===== src/inc/power_good_map.svh =====
// register offsets, field positions, reset values and timing counts of the power-good register bank
// assumes a 100 MHz system clock; included by the package and by the design modules
`ifndef POWER_GOOD_MAP_SVH
`define POWER_GOOD_MAP_SVH

`define LOAD_SELECT_ADDR        8'h25
`define LOAD_HIGH_ADDR          8'h26
`define LOAD_LOW_ADDR           8'h27
`define SRC_SELECT_ADDR         8'h28
`define BEHAV_CONFIG_ADDR       8'h29
`define FAULT_LATCH_ADDR        8'h2A

`define LOAD_SELECT_RESET       8'h00
`define LOAD_CURRENT_RESET      10'h000
`define SRC_SELECT_RESET        8'h00
`define BEHAV_CONFIG_RESET      8'h00
`define FAULT_LATCH_RESET       4'h0
`define FAULT_RESV_RESET        4'h0
`define LOAD_FULL_SCALE         10'h3FF

`define HALF_DELAY_BIT          3'h7
`define MERGE_IRQ_BIT           3'h6
`define DEBOUNCE_SEL_BIT        3'h5
`define LATCH_MODE_BIT          3'h4
`define WINDOW_SEL_BIT          3'h2
`define DRIVER_TYPE_BIT         3'h1
`define POLARITY_BIT            3'h0

`define SRC_MASKED              2'h0
`define SRC_VOLTAGE             2'h1
`define SRC_VOLTAGE_ILIM        2'h3

`define SYS_CLK_MHZ             100
`define OK_SHORT_DEBOUNCE_NS    4000
`define OK_LONG_DEBOUNCE_US     11000
`define STEP_FULL_US            500
`define STEP_FULL_DOUBLE_US     1000
`define STEP_HALF_US            320
`define STEP_HALF_DOUBLE_US     640
`define OK_SHORT_DEBOUNCE_CYCLES ((`OK_SHORT_DEBOUNCE_NS * `SYS_CLK_MHZ + 999) / 1000)
`define OK_LONG_DEBOUNCE_CYCLES (`OK_LONG_DEBOUNCE_US * `SYS_CLK_MHZ)
`define STEP_FULL_CYCLES        (`STEP_FULL_US * `SYS_CLK_MHZ)
`define STEP_FULL_DOUBLE_CYCLES (`STEP_FULL_DOUBLE_US * `SYS_CLK_MHZ)
`define STEP_HALF_CYCLES        (`STEP_HALF_US * `SYS_CLK_MHZ)
`define STEP_HALF_DOUBLE_CYCLES (`STEP_HALF_DOUBLE_US * `SYS_CLK_MHZ)

`define DEB_COUNT_W             21
`define STEP_COUNT_W            17

`endif


===== src/inc/power_good_pkg.sv =====
// types shared by the power-good register bank and its debounce filter
// widths come from the map header
`include "power_good_map.svh"

package power_good_pkg;

  typedef enum logic {
    MEAS_IDLE,
    MEAS_WAIT
  } meas_state_t;

  typedef struct packed {
    logic [3:0] uvAbove;
    logic [3:0] ovBelow;
    logic [3:0] ilimHit;
  } reg_status_t;

  typedef struct packed {
    logic [`DEB_COUNT_W-1:0] count;
    logic                    valid;
  } deb_state_t;

  typedef struct packed {
    logic [7:0]               loadSel;
    logic [7:0]               srcSel;
    logic [7:0]               behav;
    logic [3:0]               faultResv;
    logic [3:0]               faultFlags;
    logic [9:0]               loadCurrent;
    meas_state_t              measState;
    logic                     measStart;
    reg_status_t              sync1;
    reg_status_t              sync2;
    reg_status_t              sync3;
    reg_status_t              stable;
    logic [`STEP_COUNT_W-1:0] stepCount;
    logic                     stepTick;
    logic                     irqN;
    logic                     okOut;
    logic                     okOe;
    logic [7:0]               rdData;
  } ctrl_state_t;

endpackage


===== src/core/ok_debounce.sv =====
// debounce of the combined regulator-valid level; only the rising edge is delayed
// assumes rawValid is already synchronised to sys_clk
`timescale 1ns/1ps
`include "power_good_map.svh"

module ok_debounce #(
  parameter int SHORT_CYCLES = `OK_SHORT_DEBOUNCE_CYCLES,
  parameter int LONG_CYCLES  = `OK_LONG_DEBOUNCE_CYCLES
) (
  input  wire logic sys_clk,
  input  wire logic reset_n,
  input  wire logic rawValid,
  input  wire logic longSel,
  output logic      debValid
);

  power_good_pkg::deb_state_t state_q;
  power_good_pkg::deb_state_t state_d;
  logic [`DEB_COUNT_W-1:0]    target;

  always_comb begin
    state_d = state_q;
    target  = longSel ? `DEB_COUNT_W'(LONG_CYCLES) : `DEB_COUNT_W'(SHORT_CYCLES);
    if (!rawValid) begin
      // falling validity is passed on at once
      state_d.count = '0;
      state_d.valid = 1'b0;
    end else if (!state_q.valid) begin
      if (state_q.count + `DEB_COUNT_W'(1) >= target) begin
        state_d.valid = 1'b1;
      end else begin
        state_d.count = state_q.count + `DEB_COUNT_W'(1);
      end
    end
  end

  always_ff @(posedge sys_clk) begin
    if (!reset_n) begin
      state_q <= '0;
    end else begin
      state_q <= state_d;
    end
  end

  assign debValid = state_q.valid;

endmodule


===== src/core/power_good_load_current_regs.sv =====
// register bank for load-current readout and power-good configuration of a four-regulator controller
// assumes an upstream serial-bus engine presenting byte writes/reads as one-cycle strobes on sys_clk,
// a measurement engine on sys_clk, and regulator status pins from the analog domain
//
// Summary of operation
// - upper readout register low two bits hold current bits 9:8, 20 mA per count
// - lower readout register holds current bits 7:0, reset value zero
// - all-ones code means 20.46 A; larger results saturate instead of wrapping
// - per regulator source code 0 excludes, 1 voltage only, 3 voltage and current limit
// - source fields in one register, regulator three at 7:6 down to zero at 1:0
// - delay-step bit picks 0.5/1 ms or 0.32/0.64 ms; doubling bit picks member
// - merge bit set: irq line low on pending interrupt or regulator zero not good
// - debounce only on going valid: short few microseconds, or 11 ms when selected
// - latch mode clear follows live status; set follows latched fault flags
// - in latch mode output inactive while any latched fault flag is set
// - window bit clear: undervoltage only; set: overvoltage or undervoltage deasserts
// - driver bit clear drives push-pull; set only pulls low, open drain
// - polarity clear: high when valid; set: low when valid
// - each write of the measurement select register starts exactly one measurement
// - master selected sums master plus slaves; slave selected reports itself alone
// - latched fault flag clears only on fault register read while regulator valid
`timescale 1ns/1ps
`include "power_good_map.svh"

module power_good_load_current_regs #(
  parameter int SHORT_DEBOUNCE_CYCLES   = `OK_SHORT_DEBOUNCE_CYCLES,
  parameter int LONG_DEBOUNCE_CYCLES    = `OK_LONG_DEBOUNCE_CYCLES,
  parameter int STEP_FULL_CYCLES        = `STEP_FULL_CYCLES,
  parameter int STEP_FULL_DOUBLE_CYCLES = `STEP_FULL_DOUBLE_CYCLES,
  parameter int STEP_HALF_CYCLES        = `STEP_HALF_CYCLES,
  parameter int STEP_HALF_DOUBLE_CYCLES = `STEP_HALF_DOUBLE_CYCLES
) (
  input  wire logic                        sys_clk,
  input  wire logic                        reset_n,
  input  wire logic [7:0]                  regAddr,
  input  wire logic [7:0]                  regWrData,
  input  wire logic                        regWrEn,
  input  wire logic                        regRdEn,
  output logic      [7:0]                  regRdData,
  input  wire power_good_pkg::reg_status_t regStatus,
  input  wire logic                        intPending,
  input  wire logic                        doubleDelay,
  input  wire logic [3:0]                  phaseIsMaster,
  input  wire logic [39:0]                 phaseCurrent,
  input  wire logic                        measDone,
  output logic                             measStart,
  output logic      [1:0]                  measRegSel,
  output logic                             delayStepTick,
  output logic                             irqLineLowActiveN,
  output logic                             powerOkOutput,
  output logic                             powerOkOe
);

  power_good_pkg::ctrl_state_t state_q;
  power_good_pkg::ctrl_state_t state_d;
  logic [3:0]                  regValid;
  logic                        allValid;
  logic                        debValid;
  logic                        good;
  logic                        pinLevel;
  logic [1:0]                  src;
  logic [`STEP_COUNT_W-1:0]    stepPeriod;
  logic                        wrHit;
  logic                        rdHit;

  // sum of the selected phase and, for a master, the slaves that follow it up to the next master
  function automatic logic [11:0] groupSum(input logic [1:0] sel, input logic [3:0] masters,
                                           input logic [39:0] cur);
    logic [11:0] acc;
    logic        inGroup;
    acc     = 12'h000;
    inGroup = 1'b0;
    for (int i = 0; i < 4; i++) begin
      if (2'(i) == sel) begin
        inGroup = 1'b1;
      end else if (masters[i] || !masters[sel]) begin
        inGroup = 1'b0;
      end
      if (inGroup) begin
        acc = acc + {2'h0, cur[i*10 +: 10]};
      end
    end
    return acc;
  endfunction

  function automatic logic [9:0] saturate(input logic [11:0] value);
    return (value > {2'h0, `LOAD_FULL_SCALE}) ? `LOAD_FULL_SCALE : value[9:0];
  endfunction

  ok_debounce #(
    .SHORT_CYCLES (SHORT_DEBOUNCE_CYCLES),
    .LONG_CYCLES  (LONG_DEBOUNCE_CYCLES)
  ) u_debounce (
    .sys_clk  (sys_clk),
    .reset_n  (reset_n),
    .rawValid (allValid),
    .longSel  (state_q.behav[`DEBOUNCE_SEL_BIT]),
    .debValid (debValid)
  );

  always_comb begin
    for (int r = 0; r < 4; r++) begin
      src = state_q.srcSel[r*2 +: 2];
      case (src)
        `SRC_MASKED: begin
          regValid[r] = 1'b1;
        end
        `SRC_VOLTAGE_ILIM: begin
          regValid[r] = state_q.stable.uvAbove[r] &
                        (state_q.stable.ovBelow[r] | ~state_q.behav[`WINDOW_SEL_BIT]) &
                        ~state_q.stable.ilimHit[r];
        end
        default: begin
          // reserved code 2 has no branch of its own, so it falls back to voltage only
          regValid[r] = state_q.stable.uvAbove[r] &
                        (state_q.stable.ovBelow[r] | ~state_q.behav[`WINDOW_SEL_BIT]);
        end
      endcase
    end
  end

  assign allValid = &regValid;
  assign wrHit    = regWrEn;
  assign rdHit    = regRdEn;

  always_comb begin
    state_d           = state_q;
    state_d.measStart = 1'b0;
    state_d.stepTick  = 1'b0;

    // pin synchroniser: a bit changes once the second and third stages agree
    state_d.sync1  = regStatus;
    state_d.sync2  = state_q.sync1;
    state_d.sync3  = state_q.sync2;
    state_d.stable = (state_q.sync2 & state_q.sync3) | (state_q.stable & (state_q.sync2 ^ state_q.sync3));

    if (wrHit) begin
      case (regAddr)
        `LOAD_SELECT_ADDR: begin
          state_d.loadSel   = regWrData;
          state_d.measStart = 1'b1;
          state_d.measState = power_good_pkg::MEAS_WAIT;
        end
        `SRC_SELECT_ADDR: begin
          state_d.srcSel = regWrData;
        end
        `BEHAV_CONFIG_ADDR: begin
          state_d.behav = regWrData;
        end
        `FAULT_LATCH_ADDR: begin
          state_d.faultResv = regWrData[7:4];
        end
        default: begin
          // readout registers and unmapped offsets ignore writes
          state_d.loadSel = state_q.loadSel;
        end
      endcase
    end

    // a new write restarts the wait, so an older result never lands after a newer request
    case (state_q.measState)
      power_good_pkg::MEAS_WAIT: begin
        if (measDone && !state_q.measStart && !(wrHit && regAddr == `LOAD_SELECT_ADDR)) begin
          state_d.loadCurrent = saturate(groupSum(state_q.loadSel[1:0], phaseIsMaster, phaseCurrent));
          state_d.measState   = power_good_pkg::MEAS_IDLE;
        end
      end
      default: begin
        state_d.measState = state_d.measState;
      end
    endcase

    // latched faults: a fault present this cycle always wins over the read clear
    state_d.faultFlags = state_q.faultFlags & ~((rdHit && regAddr == `FAULT_LATCH_ADDR) ? regValid : 4'h0);
    state_d.faultFlags = state_d.faultFlags | ~regValid;

    if (rdHit) begin
      case (regAddr)
        `LOAD_SELECT_ADDR:  state_d.rdData = state_q.loadSel;
        `LOAD_HIGH_ADDR:    state_d.rdData = {6'h00, state_q.loadCurrent[9:8]};
        `LOAD_LOW_ADDR:     state_d.rdData = state_q.loadCurrent[7:0];
        `SRC_SELECT_ADDR:   state_d.rdData = state_q.srcSel;
        `BEHAV_CONFIG_ADDR: state_d.rdData = state_q.behav;
        `FAULT_LATCH_ADDR:  state_d.rdData = {state_q.faultResv, state_q.faultFlags};
        default:            state_d.rdData = 8'h00;
      endcase
    end

    // delay step divider
    case ({state_q.behav[`HALF_DELAY_BIT], doubleDelay})
      2'b00:   stepPeriod = `STEP_COUNT_W'(STEP_FULL_CYCLES);
      2'b01:   stepPeriod = `STEP_COUNT_W'(STEP_FULL_DOUBLE_CYCLES);
      2'b10:   stepPeriod = `STEP_COUNT_W'(STEP_HALF_CYCLES);
      default: stepPeriod = `STEP_COUNT_W'(STEP_HALF_DOUBLE_CYCLES);
    endcase
    if (state_q.stepCount + `STEP_COUNT_W'(1) >= stepPeriod) begin
      state_d.stepCount = '0;
      state_d.stepTick  = 1'b1;
    end else begin
      state_d.stepCount = state_q.stepCount + `STEP_COUNT_W'(1);
    end

    good = state_q.behav[`LATCH_MODE_BIT] ? ~|state_q.faultFlags : debValid;
    pinLevel = good ^ state_q.behav[`POLARITY_BIT];
    if (state_q.behav[`DRIVER_TYPE_BIT]) begin
      state_d.okOut = 1'b0;
      state_d.okOe  = ~pinLevel;
    end else begin
      state_d.okOut = pinLevel;
      state_d.okOe  = 1'b1;
    end
    state_d.irqN = ~(intPending | (state_q.behav[`MERGE_IRQ_BIT] & ~regValid[0]));
  end

  always_ff @(posedge sys_clk) begin
    if (!reset_n) begin
      state_q             <= '0;
      state_q.loadSel     <= `LOAD_SELECT_RESET;
      state_q.srcSel      <= `SRC_SELECT_RESET;
      state_q.behav       <= `BEHAV_CONFIG_RESET;
      state_q.faultResv   <= `FAULT_RESV_RESET;
      state_q.faultFlags  <= `FAULT_LATCH_RESET;
      state_q.loadCurrent <= `LOAD_CURRENT_RESET;
      state_q.measState   <= power_good_pkg::MEAS_IDLE;
      state_q.irqN        <= 1'b1;
      state_q.okOe        <= 1'b1;
    end else begin
      state_q <= state_d;
    end
  end

  assign regRdData         = state_q.rdData;
  assign measStart         = state_q.measStart;
  assign measRegSel        = state_q.loadSel[1:0];
  assign delayStepTick     = state_q.stepTick;
  assign irqLineLowActiveN = state_q.irqN;
  assign powerOkOutput     = state_q.okOut;
  assign powerOkOe         = state_q.okOe;

endmodule


===== config.mk =====
export PLATFORM = sky130hd
export DESIGN_NAME = power_good_load_current_regs
export DESIGN_NICKNAME = d
export VERILOG_FILES = /design/src/inc/power_good_pkg.sv /design/src/core/ok_debounce.sv /design/src/core/power_good_load_current_regs.sv
export VERILOG_INCLUDE_DIRS = /design/src /design/src/inc
export SDC_FILE = /design/constraint.sdc
export NUM_CORES = 1
export LEC_CHECK = 0
export ABC_CLOCK_PERIOD_IN_PS = 11900
export BUFFER_PORTS_ARGS = -buffer_cell sky130_fd_sc_hd__buf_2
export CORE_MARGIN = 8
export CORE_UTILIZATION = 40
export DETAILED_ROUTE_END_ITERATION = 8
export GPL_ROUTABILITY_DRIVEN = 0
export PLACE_DENSITY = 0.64
export SLEW_MARGIN = 20
export SYNTH_ARGS = -nofsm -noshare
export SYNTH_HDL_FRONTEND = slang
export SYNTH_SLANG_ARGS = --single-unit

===== constraint.sdc =====
create_clock -name sys_clk -period 11.9 [get_ports sys_clk]
set_clock_uncertainty 0.1 [all_clocks]
set_input_delay 1.785 -clock sys_clk [delete_from_list [all_inputs] [get_ports sys_clk]]
set_output_delay 1.785 -clock sys_clk [all_outputs]
set_load 0.02 [all_outputs]

[After elaboration in Yosys (flattened, before gate mapping)]
Cells that the tools add are included.
Word-level totals
  bits in registers: 143
  latch bits: 0
  memory bits (writable): 0
  memory bits (read-only): 0
  input port bits: 79
  output and inout port bits: 15
  word-level logic and storage cells: 161
  memories: 0
Operators by class
  $add $sub $neg: 5
  $mul: 0
  div/mod/pow operators: 0
  $lt $le $gt $ge: 4
  equality and inequality tests: 15
  shifts and indexed selects: 0
  muxes and demuxes: 46
  bitwise gates (word level): 34
  reduce and logical (&&, ||, !) cells: 29
Operators with widths (count)
  2-to-1 mux 12 bit: 11
  case mux 17 bit (3 select lines): 1
  == test 8 x 6 -> 1 bit, second input constant: 6
  case mux 8 bit (6 select lines): 1
  adder 12 x 10 -> 12 bit: 3
  AND 12 bit: 2
  2-to-1 mux 1 bit: 22
  adder 21 x 1 -> 21 bit, second input constant: 1
  greater-or-equal comparator 21 bit: 1
  2-to-1 mux 21 bit: 1
  2-to-1 mux 10 bit: 2
  adder 17 x 1 -> 17 bit, second input constant: 1
  greater-or-equal comparator 17 bit: 1
  AND reduction 2 bit: 8
  greater-than comparator 12 x 10 -> 1 bit, second input constant: 1
  zero test 2 bit: 6
  OR 12 bit: 1
  bitwise XOR 12 bit: 1
  inverter 1 bit: 11
  == test 2 bit, second input constant: 5
  AND 1 bit: 9
  inverter 4 bit: 2
  case mux 1 bit (2 select lines): 4
  OR 1 bit: 5
  other kinds (16): 27

[Depth between registers and ports, before layout]
Gate-level depths: netlist of the first run.
  word-level depth: 23
  depth in mapped cells: 26

[By module]
Synthesis of the first run repeated with hierarchy kept, for this count alone.
Unflattened totals
  cells, all modules: 1054
  area, all modules: 8946.1 um2
Modules (own cells, without submodules)
  power_good_load_current_regs: times used 1, cells each 861, area each 7412.1 um2, sequential area each 2422.3 um2
  ok_debounce: times used 1, cells each 193, area each 1534.0 um2, sequential area each 440.4 um2

[Least setup slack after synthesis of the first run]
Ideal clock, no wire load.
  kind: input to register
  start: input port phaseCurrent[0]
  end: register state_q[87] (netlist name)
  setup time: 0.074 ns
  data arrival time: 6.102 ns
  required time: 11.726 ns
  slack: 5.624 ns
  stages: 22
  cells stage by stage: and2_1 -> ha_1 -> fa_1 -> a21oi_1 -> maj3_1 -> a22oi_1 -> xnor2_1 -> o21ai_0 -> ha_1 -> or4_1 -> o21ai_0 -> o21ba_2 -> xor2_1 -> mux2_2 -> ha_1 -> o21a_1 -> o2111ai_1 -> a21oi_1 -> and3_1 -> o311ai_0 -> nand2_1 -> a31oi_1
Between the ends
  cells in the longest elaborated chain, start to end: 17
Ends and longest elaborated chain
  from (decl): line power_good_load_current_regs.sv:44  | input wire logic [39:0] phaseCurrent,
  2-to-1 mux 10 bit *: line power_good_load_current_regs.sv:79  | if (inGroup) begin
  2-to-1 mux 12 bit *: line power_good_load_current_regs.sv:163  | if (measDone && !state_q.measStart && !(wrHit && regAddr == `LOAD_SELECT_ADDR)) begin
  2-to-1 mux 12 bit *: line power_good_load_current_regs.sv:161  | case (state_q.measState)
  adder 12 x 10 -> 12 bit: line power_good_load_current_regs.sv:80  | acc = acc + {2'h0, cur[i*10 +: 10]};
  2-to-1 mux 12 bit *: line power_good_load_current_regs.sv:79
  2-to-1 mux 12 bit *: line power_good_load_current_regs.sv:163
  2-to-1 mux 12 bit *: line power_good_load_current_regs.sv:161
  adder 12 x 10 -> 12 bit: line power_good_load_current_regs.sv:80
  2-to-1 mux 12 bit *: line power_good_load_current_regs.sv:79
  2-to-1 mux 12 bit *: line power_good_load_current_regs.sv:163
  2-to-1 mux 12 bit *: line power_good_load_current_regs.sv:161
  adder 12 x 10 -> 12 bit: line power_good_load_current_regs.sv:80
  2-to-1 mux 12 bit *: line power_good_load_current_regs.sv:79
  2-to-1 mux 12 bit *: line power_good_load_current_regs.sv:163
  2-to-1 mux 12 bit *: line power_good_load_current_regs.sv:161
  greater-than comparator 12 x 10 -> 1 bit: line power_good_load_current_regs.sv:87  | return (value > {2'h0, `LOAD_FULL_SCALE}) ? `LOAD_FULL_SCALE : value[9:0];
  2-to-1 mux 10 bit *: line power_good_load_current_regs.sv:87
  to (signal assigned): line power_good_load_current_regs.sv:228  | state_q <= state_d;
  to (decl): line power_good_load_current_regs.sv:54  | power_good_pkg::ctrl_state_t state_q;
Mark *: on every way between the ends. The rest lies on a longest branch, timed or not. The select of a mux whose other input is x is not followed.
A chain may end at the register's enable or synchronous reset.

[Worst setup path after layout of the first run]
  start: input port phaseCurrent[0]
  end: register state_q[88] (netlist name)
The elaborated chain is that of the path after synthesis.

==> impl_metrics.json, run 1 <==
{
  "synth_edf_count": 0,
  "synth.ff_latch_count": 143,
  "rows": 53,
  "relSlewSlack_pct": 41.09,
  "antenna_found_initial": 1,
  "slew_viol_final": 0,
  "syn_area_per_cell_sq_um": 8.467,
  "port_buffers": 93,
  "tns_ns": 0,
  "mostFrequentLayoutCell": "dfxtp_1",
  "multiInputGateArea_sq_mm": 0.005353,
  "dr.pass1.iters": 4,
  "hold_ws_ns": 0.3303,
  "ir_worst_vdd_mv": 0.08972,
  "rr_worst_depth": 23,
  "grt_pass1_wl_mm": 32.94,
  "drtAntennaViolNets": 0,
  "reg2reg_from": "measRegSel[0]$_SDFFE_PN0P_",
  "via_per_inst": 5.218,
  "synthFlopType": "dfxtp_1",
  "fmax_mhz": 155.4,
  "grt_pass1_vias": 6829,
  "reg2reg_slack_ns": 5.84,
  "ys_warn_count": 0,
  "worstPathRequired_ns": 12.15,
  "rsz0062_at_grt": "false",
  "cts_tree": "done",
  "routed_wl_mm": 19.85,
  "post-route-period-util_pct": 54.06,
  "clkSlewWorstSetupHoldPaths_ns": 0.06,
  "cts.sinks": 143,
  "register_area_sq_mm": 0.002863,
  "core_area_sq_mm": 0.02102,
  "critPathLaunch": "phaseCurrent[0]",
  "grt_util_all_layers_pct": 15.13,
  "cts_hold_buffers": 0,
  "p_per_area_mw_per_mm2": 122.4,
  "worst_pin_slew_ns": 0.8810,
  "dieWidth_um": 162.4,
  "start_util_pct": 40.80,
  "layout.nets": 1242,
  "grt_max_degree": 105,
  "cts_made_buffers": 17,
  "grt-ovfl-total": 0,
  "post-route-min-period_ns": 6.433,
  "fill_cells": 2019,
  "synth_cells": 1013,
  "clk_path_buf_depth": 2,
  "htreeDepth": 4,
  "crit_type": "in -> reg",
  "die-height_um": 162.4,
  "cp.arrival_ns": 6.68,
  "num_vias": 7164,
  "drcViolationCount": 0,
  "cts_setup_buffers": 0,
  "clkLatencyLatePin_ns": 0.42,
  "outcome": "completed",
  "drive_gt1_share_pct": 13.67,
  "finalHoldViolCount": 0,
  "dieArea_sq_mm": 0.02638,
  "ys_seq_area_share_pct": 33.38,
  "num_io_pins": 94,
  "r2r_end": "state_q[88]$_SDFFE_PN0P_",
  "worstPathMaxFanout": 10,
  "worst_setup_path_start_kind": "input port",
  "critPathCaptureType": "register",
  "hold_class": "reg -> reg",
  "post_cts_resized": 0,
  "syn2layout_area_growth_pct": 14.41,
  "synth.distinct_cells": 66,
  "syn_nets": 1171,
  "setup_viol": 0,
  "maxCapViolations": 0,
  "async_reset_ff_share_pct": 0,
  "syn-cell-area_sq_mm": 0.008577,
  "final_cell_mix": "143 x dfxtp_1, 93 x buf_2, 89 x nand2_1",
  "timing.critical_path.to": "state_q[88]$_SDFFE_PN0P_",
  "drtIter0Drc": 388,
  "hpwlAfterDp_mm": 15.04,
  "wl_per_cell_um": 14.45,
  "cellLeakagePower_nw": 4.175,
  "cts_root_buffer": "clkbuf_16"
}
power by group:
group,switching [mW],internal [mW]
registers,0.0111,0.490
clock network,0.233,0.299
logic,0.0907,0.0773
flip-flops by register name, indices dropped and copies added, names as in the netlist:
signal and cells:
state_q 80, state_d 24, u_debounce.state_q 21, regRdData 8
measRegSel 2, src 2, delayStepTick 1, irqLineLowActiveN 1
measStart 1, powerOkOe 1, powerOkOutput 1, u_debounce.debValid 1
cells by family after synthesis:
family,count (synthesis),synth area share (%)
adders and majority gates,80,11.90
muxes,35,4.172
DFF,143,33.38
buffers and inverters,88,4.347
AOI/OAI and AO/OA,251,18.26
xor gates and xnor gates,47,4.799
and+or+nand+nor,369,23.14
worst min path at each step:
stage / depth (start not counted) / start / slack, ns / endpoint
floorplan: 1 / state_q[98]$_SDFFE_PN0P_ / 0.29 / powerOkOe$_SDFF_PN1_
global placement: 1 / state_d[64]$_SDFF_PN0_ / 0.32 / state_d[52]$_SDFF_PN0_
detailed placement: 1 / state_d[60]$_SDFF_PN0_ / 0.32 / state_d[48]$_SDFF_PN0_
CTS: 1 / state_d[60]$_SDFF_PN0_ / 0.33 / state_d[48]$_SDFF_PN0_
global route: 1 / state_d[57]$_SDFF_PN0_ / 0.35 / state_d[45]$_SDFF_PN0_
finish: 1 / state_d[60]$_SDFF_PN0_ / 0.33 / state_d[48]$_SDFF_PN0_
per-layer routing:
layer | track usage, % | routed length (um) | part of all wire (%) | vias up
li1 | - | - | - | 3732
met1 | 19.00 | 9550 | 48 | 3312
met5 | 0 | 11 | 0.055 | -
met3 | 3.134 | 640 | 3.2 | 18
met2 | 25.44 | 9401 | 47 | 100
met4 | 4.840 | 242 | 1.2 | 2
cell usage after synthesis (all sizes together), types with 6 or more instances:
master / number / area, sq um
xor2: 17 / 148.9
inv: 42 / 157.7
o22ai: 6 / 37.54
nand4: 23 / 150.1
a22o: 7 / 61.31
a22oi: 12 / 90.09
nand2: 90 / 340.3
nor2: 41 / 153.9
and3: 15 / 93.84
buf: 16 / 102.6
a21o: 12 / 90.09
nand3: 27 / 135.1
dfxtp: 143 / 2863
a211oi: 8 / 65.06
nor2b: 63 / 394.1
nor3: 10 / 50.05
mux2: 6 / 67.56
a21oi: 72 / 360.4
mux2i: 29 / 290.3
xnor2: 30 / 262.8
ha: 76 / 950.9
or3: 22 / 142.6
clkbuf: 30 / 112.6
a21boi: 13 / 97.59
nand2b: 6 / 37.54
and2: 48 / 300.3
a31oi: 11 / 68.82
o21ai: 66 / 330.3
o21a: 12 / 90.09
metrics by stage:
stage | utilization [%] | setup slack (ns) | std cells | total power [mW] | instance area (sq um)
2_1_floorplan | - | 5.624 | 1013 | 0.6348 | 8577
3_3_place_gp | 43.86 | 5.123 | 1340 | 0.6791 | 9220
3_5_place_dp | 43.86 | 5.058 | 1340 | 0.6802 | 9220
4_1_cts | 46.67 | 5.487 | 1372 | 1.216 | 9811
5_1_grt | 46.67 | 4.955 | 1372 | 1.259 | 9811
6_report | 46.68 | 5.467 | 1373 | 1.201 | 9813
cell type report:
type	count	share of cell area [%]
Timing Repair Buffer	98	5.126
Clock buffer	17	4.335
Sequential cell	143	29.17
Multi-Input combinational cell	782	54.55
Antenna cell	1	0.02550
Tap cell	275	3.506
Inverter	42	1.607
Clock inverter	15	1.683
critical path, cell delays in order:
cell	delay, ns
buf_2	0.09
and2_1	0.15
ha_1	0.21
fa_1	0.41
a21oi_1	0.15
maj3_1	0.26
a22oi_1	0.12
xnor2_1	0.14
o21ai_0	0.12
ha_1	0.27
or4_1	0.52
o21ai_0	0.08
o21ba_2	0.20
xor2_1	0.15
mux2_2	0.27
ha_1	0.30
o21a_1	0.14
o2111ai_1	0.16
a21oi_1	0.15
and3_1	0.21
o311ai_0	0.27
nand2_1	0.29
a31oi_1	0.24
Power figures use the tool's default switching activity.
==> run 2, diff against run 1 <==
--- a/config.mk
+++ b/config.mk
@@ -6,13 +6,14 @@
 export SDC_FILE = /design/constraint.sdc
 export NUM_CORES = 1
 export LEC_CHECK = 0
-export ABC_CLOCK_PERIOD_IN_PS = 11900
+export ABC_AREA = 1
+export ABC_CLOCK_PERIOD_IN_PS = 5500
 export BUFFER_PORTS_ARGS = -buffer_cell sky130_fd_sc_hd__buf_2
 export CORE_MARGIN = 8
 export CORE_UTILIZATION = 40
 export DETAILED_ROUTE_END_ITERATION = 8
 export GPL_ROUTABILITY_DRIVEN = 0
-export PLACE_DENSITY = 0.64
+export PLACE_DENSITY = 0.66
 export SLEW_MARGIN = 20
 export SYNTH_ARGS = -nofsm -noshare
 export SYNTH_HDL_FRONTEND = slang
==> constraint.sdc (replaced) <==
create_clock -name sys_clk -period 5.5 [get_ports sys_clk]
set_clock_uncertainty 0.1 [all_clocks]
set_input_delay 0.825 -clock sys_clk [delete_from_list [all_inputs] [get_ports sys_clk]]
set_output_delay 0.825 -clock sys_clk [all_outputs]
set_load 0.02 [all_outputs]
==> run 2 against run 1 <==
  * Area after synthesis is 1.4% higher
  * First-iteration DRC count is 9.3% higher
  * Die area is 1.3% higher
  * Final cell count is 19% higher
  * Clock-buffer cell count is 2 higher
  * Combinational power is 120% higher
  * Via count is 11% higher
  * Wire length is 8.8% higher
  * Power is 110% higher
  * Flip-flop and latch count stayed put
  * Critical path depth is 10 higher
==> impl_metrics.json, run 2 <==
{
  "rr_worst_depth": 33,
  "hp-start": "state_d[58]$_SDFF_PN0_",
  "grt_util_all_layers_pct": 16.31,
  "wl_per_cell_um": 13.25,
  "cp.arrival_ns": 5.26,
  "crit_type": "reg -> reg",
  "drive_gt1_share_pct": 12.40,
  "fill_cells": 2228,
  "crit_family": "simple AND/OR/NAND/NOR gates",
  "dp_slack_ns": -0.06749,
  "pwr-share-clk_pct": 43.8,
  "cts_hold_buffers": 0,
  "drtAntennaViolNets": 0,
  "layout.nets": 1492,
  "power_frac_seq_pct": 41.7,
  "grt_pass1_wl_mm": 36.00,
  "core_area_sq_mm": 0.02155,
  "cp_common_cell": "nand2_1",
  "ys_warn_count": 0,
  "power_mw": 2.543,
  "place_area_sq_mm": 0.009366,
  "synth_top_area_cell": "dfxtp_1",
  "largest_reg_flops": 80,
  "cts.sinks": 143,
  "post-route-min-period_ns": 5.052,
  "final_cell_mix": "263 x nand2_1, 185 x inv_1, 142 x dfxtp_1",
  "ys_top_cells_by_area": "dfxtp_1 33%, nand2_1 11%, ha_1 11%",
  "port_buffers": 93,
  "cts_root_buffer": "clkbuf_16",
  "p_int_mw": 1.814,
  "num_io_pins": 94,
  "hpwlAfterDp_mm": 16.66,
  "critPathCaptureType": "register",
  "syn2layout_area_growth_pct": 14.96,
  "setup_viol": 0,
  "syn_area_per_cell_sq_um": 6.948,
  "drtIter0Drc": 424,
  "rows": 54,
  "hold_ws_ns": 0.3103,
  "mostFrequentLayoutCell": "nand2_1",
  "cts_made_buffers": 17,
  "die-height_um": 163.5,
  "synth.distinct_cells": 47,
  "synth_edf_count": 0,
  "pwr-share-comb_pct": 14.5,
  "tns_ns": 0,
  "cts_tree": "done",
  "fin_area_sq_mm": 0.01000,
  "ir_worst_vdd_mv": 0.1712,
  "reg2reg_slack_ns": 0.45,
  "num_vias": 7934,
  "p_switching_mw": 0.7296,
  "dr.pass1.iters": 5,
  "fmax_mhz": 197.9,
  "crit_slowest_cell": "fa_1",
  "worstPathRequired_ns": 5.71,
  "yosysMostFrequentCell": "nand2_1",
  "post-route-period-util_pct": 91.85,
  "reg2reg_from": "measRegSel[1]$_SDFFE_PN0P_",
  "synth.ff_latch_count": 143,
  "ys_seq_area_share_pct": 32.91,
  "layout_setup_ws_ns": 0.4480,
  "hold_depth": 2,
  "antenna_found_initial": 5,
  "clkSlewWorstSetupHoldPaths_ns": 0.07,
  "via_per_inst": 4.867,
  "slew_viol_final": 0,
  "grt-ovfl-total": 0,
  "htreeDepth": 4,
  "hold_class": "reg -> reg",
  "syn_nets": 1410,
  "dieWidth_um": 163.5,
  "cp_num_cells": 33,
  "routed_wl_mm": 21.59,
  "r2r_end": "state_q[79]$_SDFFE_PN0P_",
  "worst_pin_slew_ns": 0.9446,
  "synthFlopType": "dfxtp_1",
  "async_reset_ff_share_pct": 0,
  "whs_endpoint": "state_d[46]$_SDFF_PN0_",
  "finalHoldViolCount": 0,
  "worst-path-buf-inv": 2,
  "synth_top_cell_area_share_pct": 32.91,
  "maxCapViolations": 0,
  "grt_pass1_vias": 7566,
  "switching_share_pct": 28.69,
  "worst_setup_path_start_kind": "register",
  "syn-cell-area_sq_mm": 0.008698,
  "grt_max_degree": 54,
  "top_register": "state_q",
  "dieArea_sq_mm": 0.02672,
  "clkLatencyLatePin_ns": 0.42,
  "p_per_area_mw_per_mm2": 254.3,
  "synth_common_cells": "263 x nand2_1, 186 x inv_1, 143 x dfxtp_1",
  "synth_cells": 1252,
  "cellLeakagePower_nw": 4.966,
  "outcome": "completed",
  "start_util_pct": 40.36,
  "relSlewSlack_pct": 36.96,
  "max_stage_delay_ns": 0.43,
  "drcViolationCount": 0,
  "worstPathMaxFanout": 8,
  "clk_path_buf_depth": 2
}
## run 2: cell types whose count changed after synthesis, sizes merged, moves of 31 or more
cell,change
nand2,+179
inv,+144
nor2,+107
nor2b,-63
and2,-47
nand3,+46
a21oi,+31
## run 2: kinds of logic after synthesis
group	after synthesis	synth area share [%]
AND/OR/NAND/NOR	536	26.29
buffers and inverters	227	10.46
AO/OA/AOI/OAI	224	14.38
flip-flops	143	32.91
adder cells (fa/ha/maj)	79	11.62
XOR/XNOR	43	4.330
## run 2: repair_timing
item	4_1_cts	5_1_grt
gates resized for setup	0	15
endpoints found under the setup margin	0	10
setup buffers	0	2
## run 2: how the worst max path moves through the flow
stage / end / startpoint
CTS: state_q[85]$_SDFFE_PN0P_ / measRegSel[1]$_SDFFE_PN0P_
floorplan: state_q[79]$_SDFFE_PN0P_ / phaseCurrent[0]
finish: state_q[79]$_SDFFE_PN0P_ / measRegSel[1]$_SDFFE_PN0P_
detailed placement: state_q[85]$_SDFFE_PN0P_ / phaseCurrent[2]
global route: state_q[82]$_SDFFE_PN0P_ / measRegSel[1]$_SDFFE_PN0P_
global placement: state_q[81]$_SDFFE_PN0P_ / phaseCurrent[0]
## run 2: cell type report
class	instances	area, sq um	area share (%)
sequential	143	2867	28.67
inverter	187	701.9	7.020
timing repair buffer	103	540.5	5.405
clock buffer	19	452.9	4.530
tap	280	350.3	3.504
antenna	3	7.507	0.07508
clock inverter	13	118.9	1.189
multi-input combinational	882	4961	49.61
## run 2: per-stage QoR
step | std cells | util (%)
floorplan | 1252 | -
global placement | 1593 | 43.46
detailed placement | 1593 | 43.46
CTS | 1625 | 46.11
global route | 1630 | 46.39
finish | 1630 | 46.39
## run 2: power by group through the flow
stage,Combinational (mW),Sequential (mW),Clock [mW]
6_report,0.368,1.06,1.11
5_1_grt,0.418,1.06,1.19
4_1_cts,0.359,1.06,1.14
3_5_place_dp,0.357,1.08,0
3_3_place_gp,0.351,1.08,0
2_1_floorplan,0.256,1.08,0
## run 2: worst register-to-register path, delay by kind of cell (launching register included)
family	cells	cell delay, ns
AND/OR/NAND/NOR	20	1.83
adder cells (fa/ha/maj)	4	1.34
AO/OA/AOI/OAI	6	0.95
flip-flops	1	0.39
buffers and inverters	2	0.19
XOR/XNOR	1	0.17
## run 2: per-layer routing
metal	GRT usage [%]	routed length, um
met2	26.24	9697
met4	7.149	647
met1	21.19	10450
met3	2.646	774
met5	0	25
==> run 3, diff against run 2 <==
--- a/config.mk
+++ b/config.mk
@@ -10,11 +10,12 @@
 export ABC_CLOCK_PERIOD_IN_PS = 5500
 export BUFFER_PORTS_ARGS = -buffer_cell sky130_fd_sc_hd__buf_2
 export CORE_MARGIN = 8
-export CORE_UTILIZATION = 40
+export CORE_UTILIZATION = 50
 export DETAILED_ROUTE_END_ITERATION = 8
 export GPL_ROUTABILITY_DRIVEN = 0
-export PLACE_DENSITY = 0.66
+export PLACE_DENSITY = 0.78
 export SLEW_MARGIN = 20
 export SYNTH_ARGS = -nofsm -noshare
 export SYNTH_HDL_FRONTEND = slang
+export SYNTH_HIERARCHICAL = 1
 export SYNTH_SLANG_ARGS = --single-unit
==> run 3 against run 2 <==
  * Setup slack got worse by 0.18 ns
  * Clock-buffer cell count decreased by 1
  * Largest power group unchanged
  * Non-clock buffer count decreased by 2
  * Sequential share of layout area decreased by 1.0 points
  * Fmax down 3.4%
==> impl_metrics.json, run 3 <==
{
  "top_register": "state_q",
  "outcome": "completed",
  "die-height_um": 151.5,
  "worst_setup_path_start_kind": "register",
  "finalHoldViolCount": 0,
  "hold_class": "reg -> reg",
  "dp_cells": 1610,
  "mostFrequentLayoutCell": "nand2_1",
  "routed_wl_mm": 22.09,
  "largest_reg_flops": 80,
  "cp_common_cell": "nand2_1",
  "synth_edf_count": 0,
  "power_frac_seq_pct": 40.3,
  "synth.distinct_cells": 50,
  "via_per_inst": 5.198,
  "clkSlewWorstSetupHoldPaths_ns": 0.06,
  "synth_cells": 1331,
  "p_int_mw": 1.956,
  "grt-ovfl-total": 0,
  "p_switching_mw": 0.6861,
  "num_vias": 8566,
  "setup_viol": 0,
  "synth_common_cells": "280 x nand2_1, 207 x inv_1, 152 x nor2_1",
  "syn2layout_area_growth_pct": 12.90,
  "ys_seq_area_share_pct": 31.16,
  "cp.arrival_ns": 5.44,
  "ir_worst_vdd_mv": 0.2575,
  "final_core_util_pct": 57.54,
  "drtAntennaViolNets": 0,
  "fill_cells": 1744,
  "final_cell_mix": "280 x nand2_1, 206 x inv_1, 151 x nor2_1",
  "grt_util_all_layers_pct": 19.39,
  "worst-path-buf-inv": 1,
  "slew_viol_final": 0,
  "syn_nets": 1489,
  "async_reset_ff_share_pct": 0,
  "synth.ff_latch_count": 143,
  "post-route-min-period_ns": 5.231,
  "synth_top_cell_area_share_pct": 31.16,
  "power_mw": 2.642,
  "register_area_sq_mm": 0.002865,
  "clkLatencyLatePin_ns": 0.42,
  "crit_family": "simple AND/OR/NAND/NOR gates",
  "num_io_pins": 94,
  "cts_root_buffer": "clkbuf_16",
  "place_area_sq_mm": 0.009692,
  "drtIter0Drc": 524,
  "layout.nets": 1564,
  "ys_top_cells_by_area": "dfxtp_1 31%, nand2_1 11%, ha_1 10%",
  "cts_hold_buffers": 0,
  "max_stage_delay_ns": 0.43,
  "pwr-share-clk_pct": 45.4,
  "port_buffers": 93,
  "synthFlopType": "dfxtp_1",
  "fin_area_sq_mm": 0.01037,
  "pwr-share-comb_pct": 14.4,
  "core_area_sq_mm": 0.01802,
  "syn_area_per_cell_sq_um": 6.902,
  "drive_gt1_share_pct": 13.55,
  "wl_per_cell_um": 13.40,
  "grt_max_degree": 47,
  "worstPathRequired_ns": 5.71,
  "antenna_found_initial": 4,
  "dieArea_sq_mm": 0.02297,
  "grt_pass1_wl_mm": 36.29,
  "crit_type": "reg -> reg",
  "grt_pass1_vias": 7943,
  "dr.pass1.iters": 7,
  "multiInputGateArea_sq_mm": 0.005289,
  "critPathCaptureType": "register",
  "hold_ws_ns": 0.3104,
  "drcViolationCount": 0,
  "yosysMostFrequentCell": "nand2_1",
  "clk_path_buf_depth": 2,
  "crit_slowest_cell": "dfxtp_2",
  "cts_made_buffers": 17,
  "switching_share_pct": 25.97,
  "dieWidth_um": 151.5,
  "ys_warn_count": 6,
  "p_per_area_mw_per_mm2": 254.7,
  "cts.sinks": 143,
  "relSlewSlack_pct": 33.34,
  "syn-cell-area_sq_mm": 0.009186,
  "fmax_mhz": 191.2,
  "rows": 49,
  "worstPathMaxFanout": 7,
  "post-route-period-util_pct": 95.10,
  "cellLeakagePower_nw": 5.161,
  "hpwlAfterDp_mm": 16.80,
  "htreeDepth": 4,
  "synth_top_area_cell": "dfxtp_1",
  "maxCapViolations": 0,
  "cts_tree": "done",
  "start_util_pct": 50.96,
  "worst_pin_slew_ns": 0.9989,
  "stdcell_count": 1648
}
-- run 3: cell types whose count changed after synthesis, moves of 6 or more --
cell / before / now
inv_1: 186 / 207
a21oi_1: 103 / 109
nand2_1: 263 / 280
nand4_1: 14 / 20
o21ai_0: 71 / 65
nand3_2: 3 / 15
nand2_2: 4 / 11
xnor2_1: 11 / 4
a21boi_0: 9 / 1
nor2_1: 141 / 152
-- run 3: cells by family (layout without fill, tap and decap cells) --
group | count (synthesis) | count (layout) | synth area share (%)
AO/OA/AOI/OAI | 222 | 222 | 13.40
AND/OR/NAND/NOR | 598 | 598 | 29.71
flip-flops | 143 | 143 | 31.16
other | 0 | 2 | 0
buffers and inverters | 254 | 340 | 11.39
XOR/XNOR | 35 | 35 | 3.337
adder cells (fa/ha/maj) | 79 | 79 | 11.01
-- run 3: final cells by class --
type                            instances  area share, %
Inverter                              209          7.600
Timing Repair Buffer                  101          5.067
Antenna cell                            2        0.04826
Clock inverter                         12          1.761
Clock buffer                           18          4.138
Tap cell                              229          2.763
Multi-Input combinational cell        934          51.00
Sequential cell                       143          27.63
-- run 3: power groups by stage --
| stage | clock [mW] | sequential, mW | combinational [mW] |
|---|---|---|---|
| 2_1_floorplan | 0 | 1.08 | 0.275 |
| 3_3_place_gp | 0 | 1.09 | 0.362 |
| 3_5_place_dp | 0 | 1.09 | 0.368 |
| 4_1_cts | 1.22 | 1.06 | 0.371 |
| 5_1_grt | 1.27 | 1.06 | 0.431 |
| 6_report | 1.20 | 1.06 | 0.380 |
-- run 3: worst reg2reg max path, delay by kind of cell, from the launching register on --
family	cells	cell delay, ns
AOI/OAI and AO/OA	5	0.85
xor gates and xnor gates	1	0.15
adders and majority gates	4	1.45
and+or+nand+nor	18	2.04
DFF	1	0.43
buffers and inverters	1	0.13
-- run 3: what timing repair did --
action	CTS	global route
endpoints found under the setup margin	0	10
gates resized for setup	0	7
setup buffers	0	6
-- run 3: layer usage --
| metal | vias to the layer above | GRT usage (%) | routed length (um) |
|---|---|---|---|
| li1 | 4426 | - | - |
| met1 | 3863 | 23.71 | 9877 |
| met2 | 231 | 33.31 | 10630 |
| met3 | 42 | 3.475 | 1116 |
| met4 | 4 | 7.349 | 431 |
| met5 | - | 0 | 30 |
-- run 3: stage by stage --
stage,worst slack [ns],setup TNS (ns)
after CTS,0.1582,0
after global routing,-0.06579,-0.3541
after global placement,0.2528,0
after detailed placement,0.09127,0
after floorplan,0.6928,0
final,0.2694,0
-- run 3: worst paths after layout --
| kind | from | end | slack (ns) | depth (start not counted) |
|---|---|---|---|---|
| worst max-delay path | measRegSel[1]$_SDFFE_PN0P_ | state_q[83]$_SDFFE_PN0P_ | 0.27 | 29 |
| worst max register to register | measRegSel[1]$_SDFFE_PN0P_ | state_q[83]$_SDFFE_PN0P_ | 0.27 | 29 |
| worst min-delay path | state_d[53]$_SDFF_PN0_ | state_d[41]$_SDFF_PN0_ | 0.31 | 2 |
| worst min register to register | state_d[53]$_SDFF_PN0_ | state_d[41]$_SDFF_PN0_ | 0.31 | 2 |
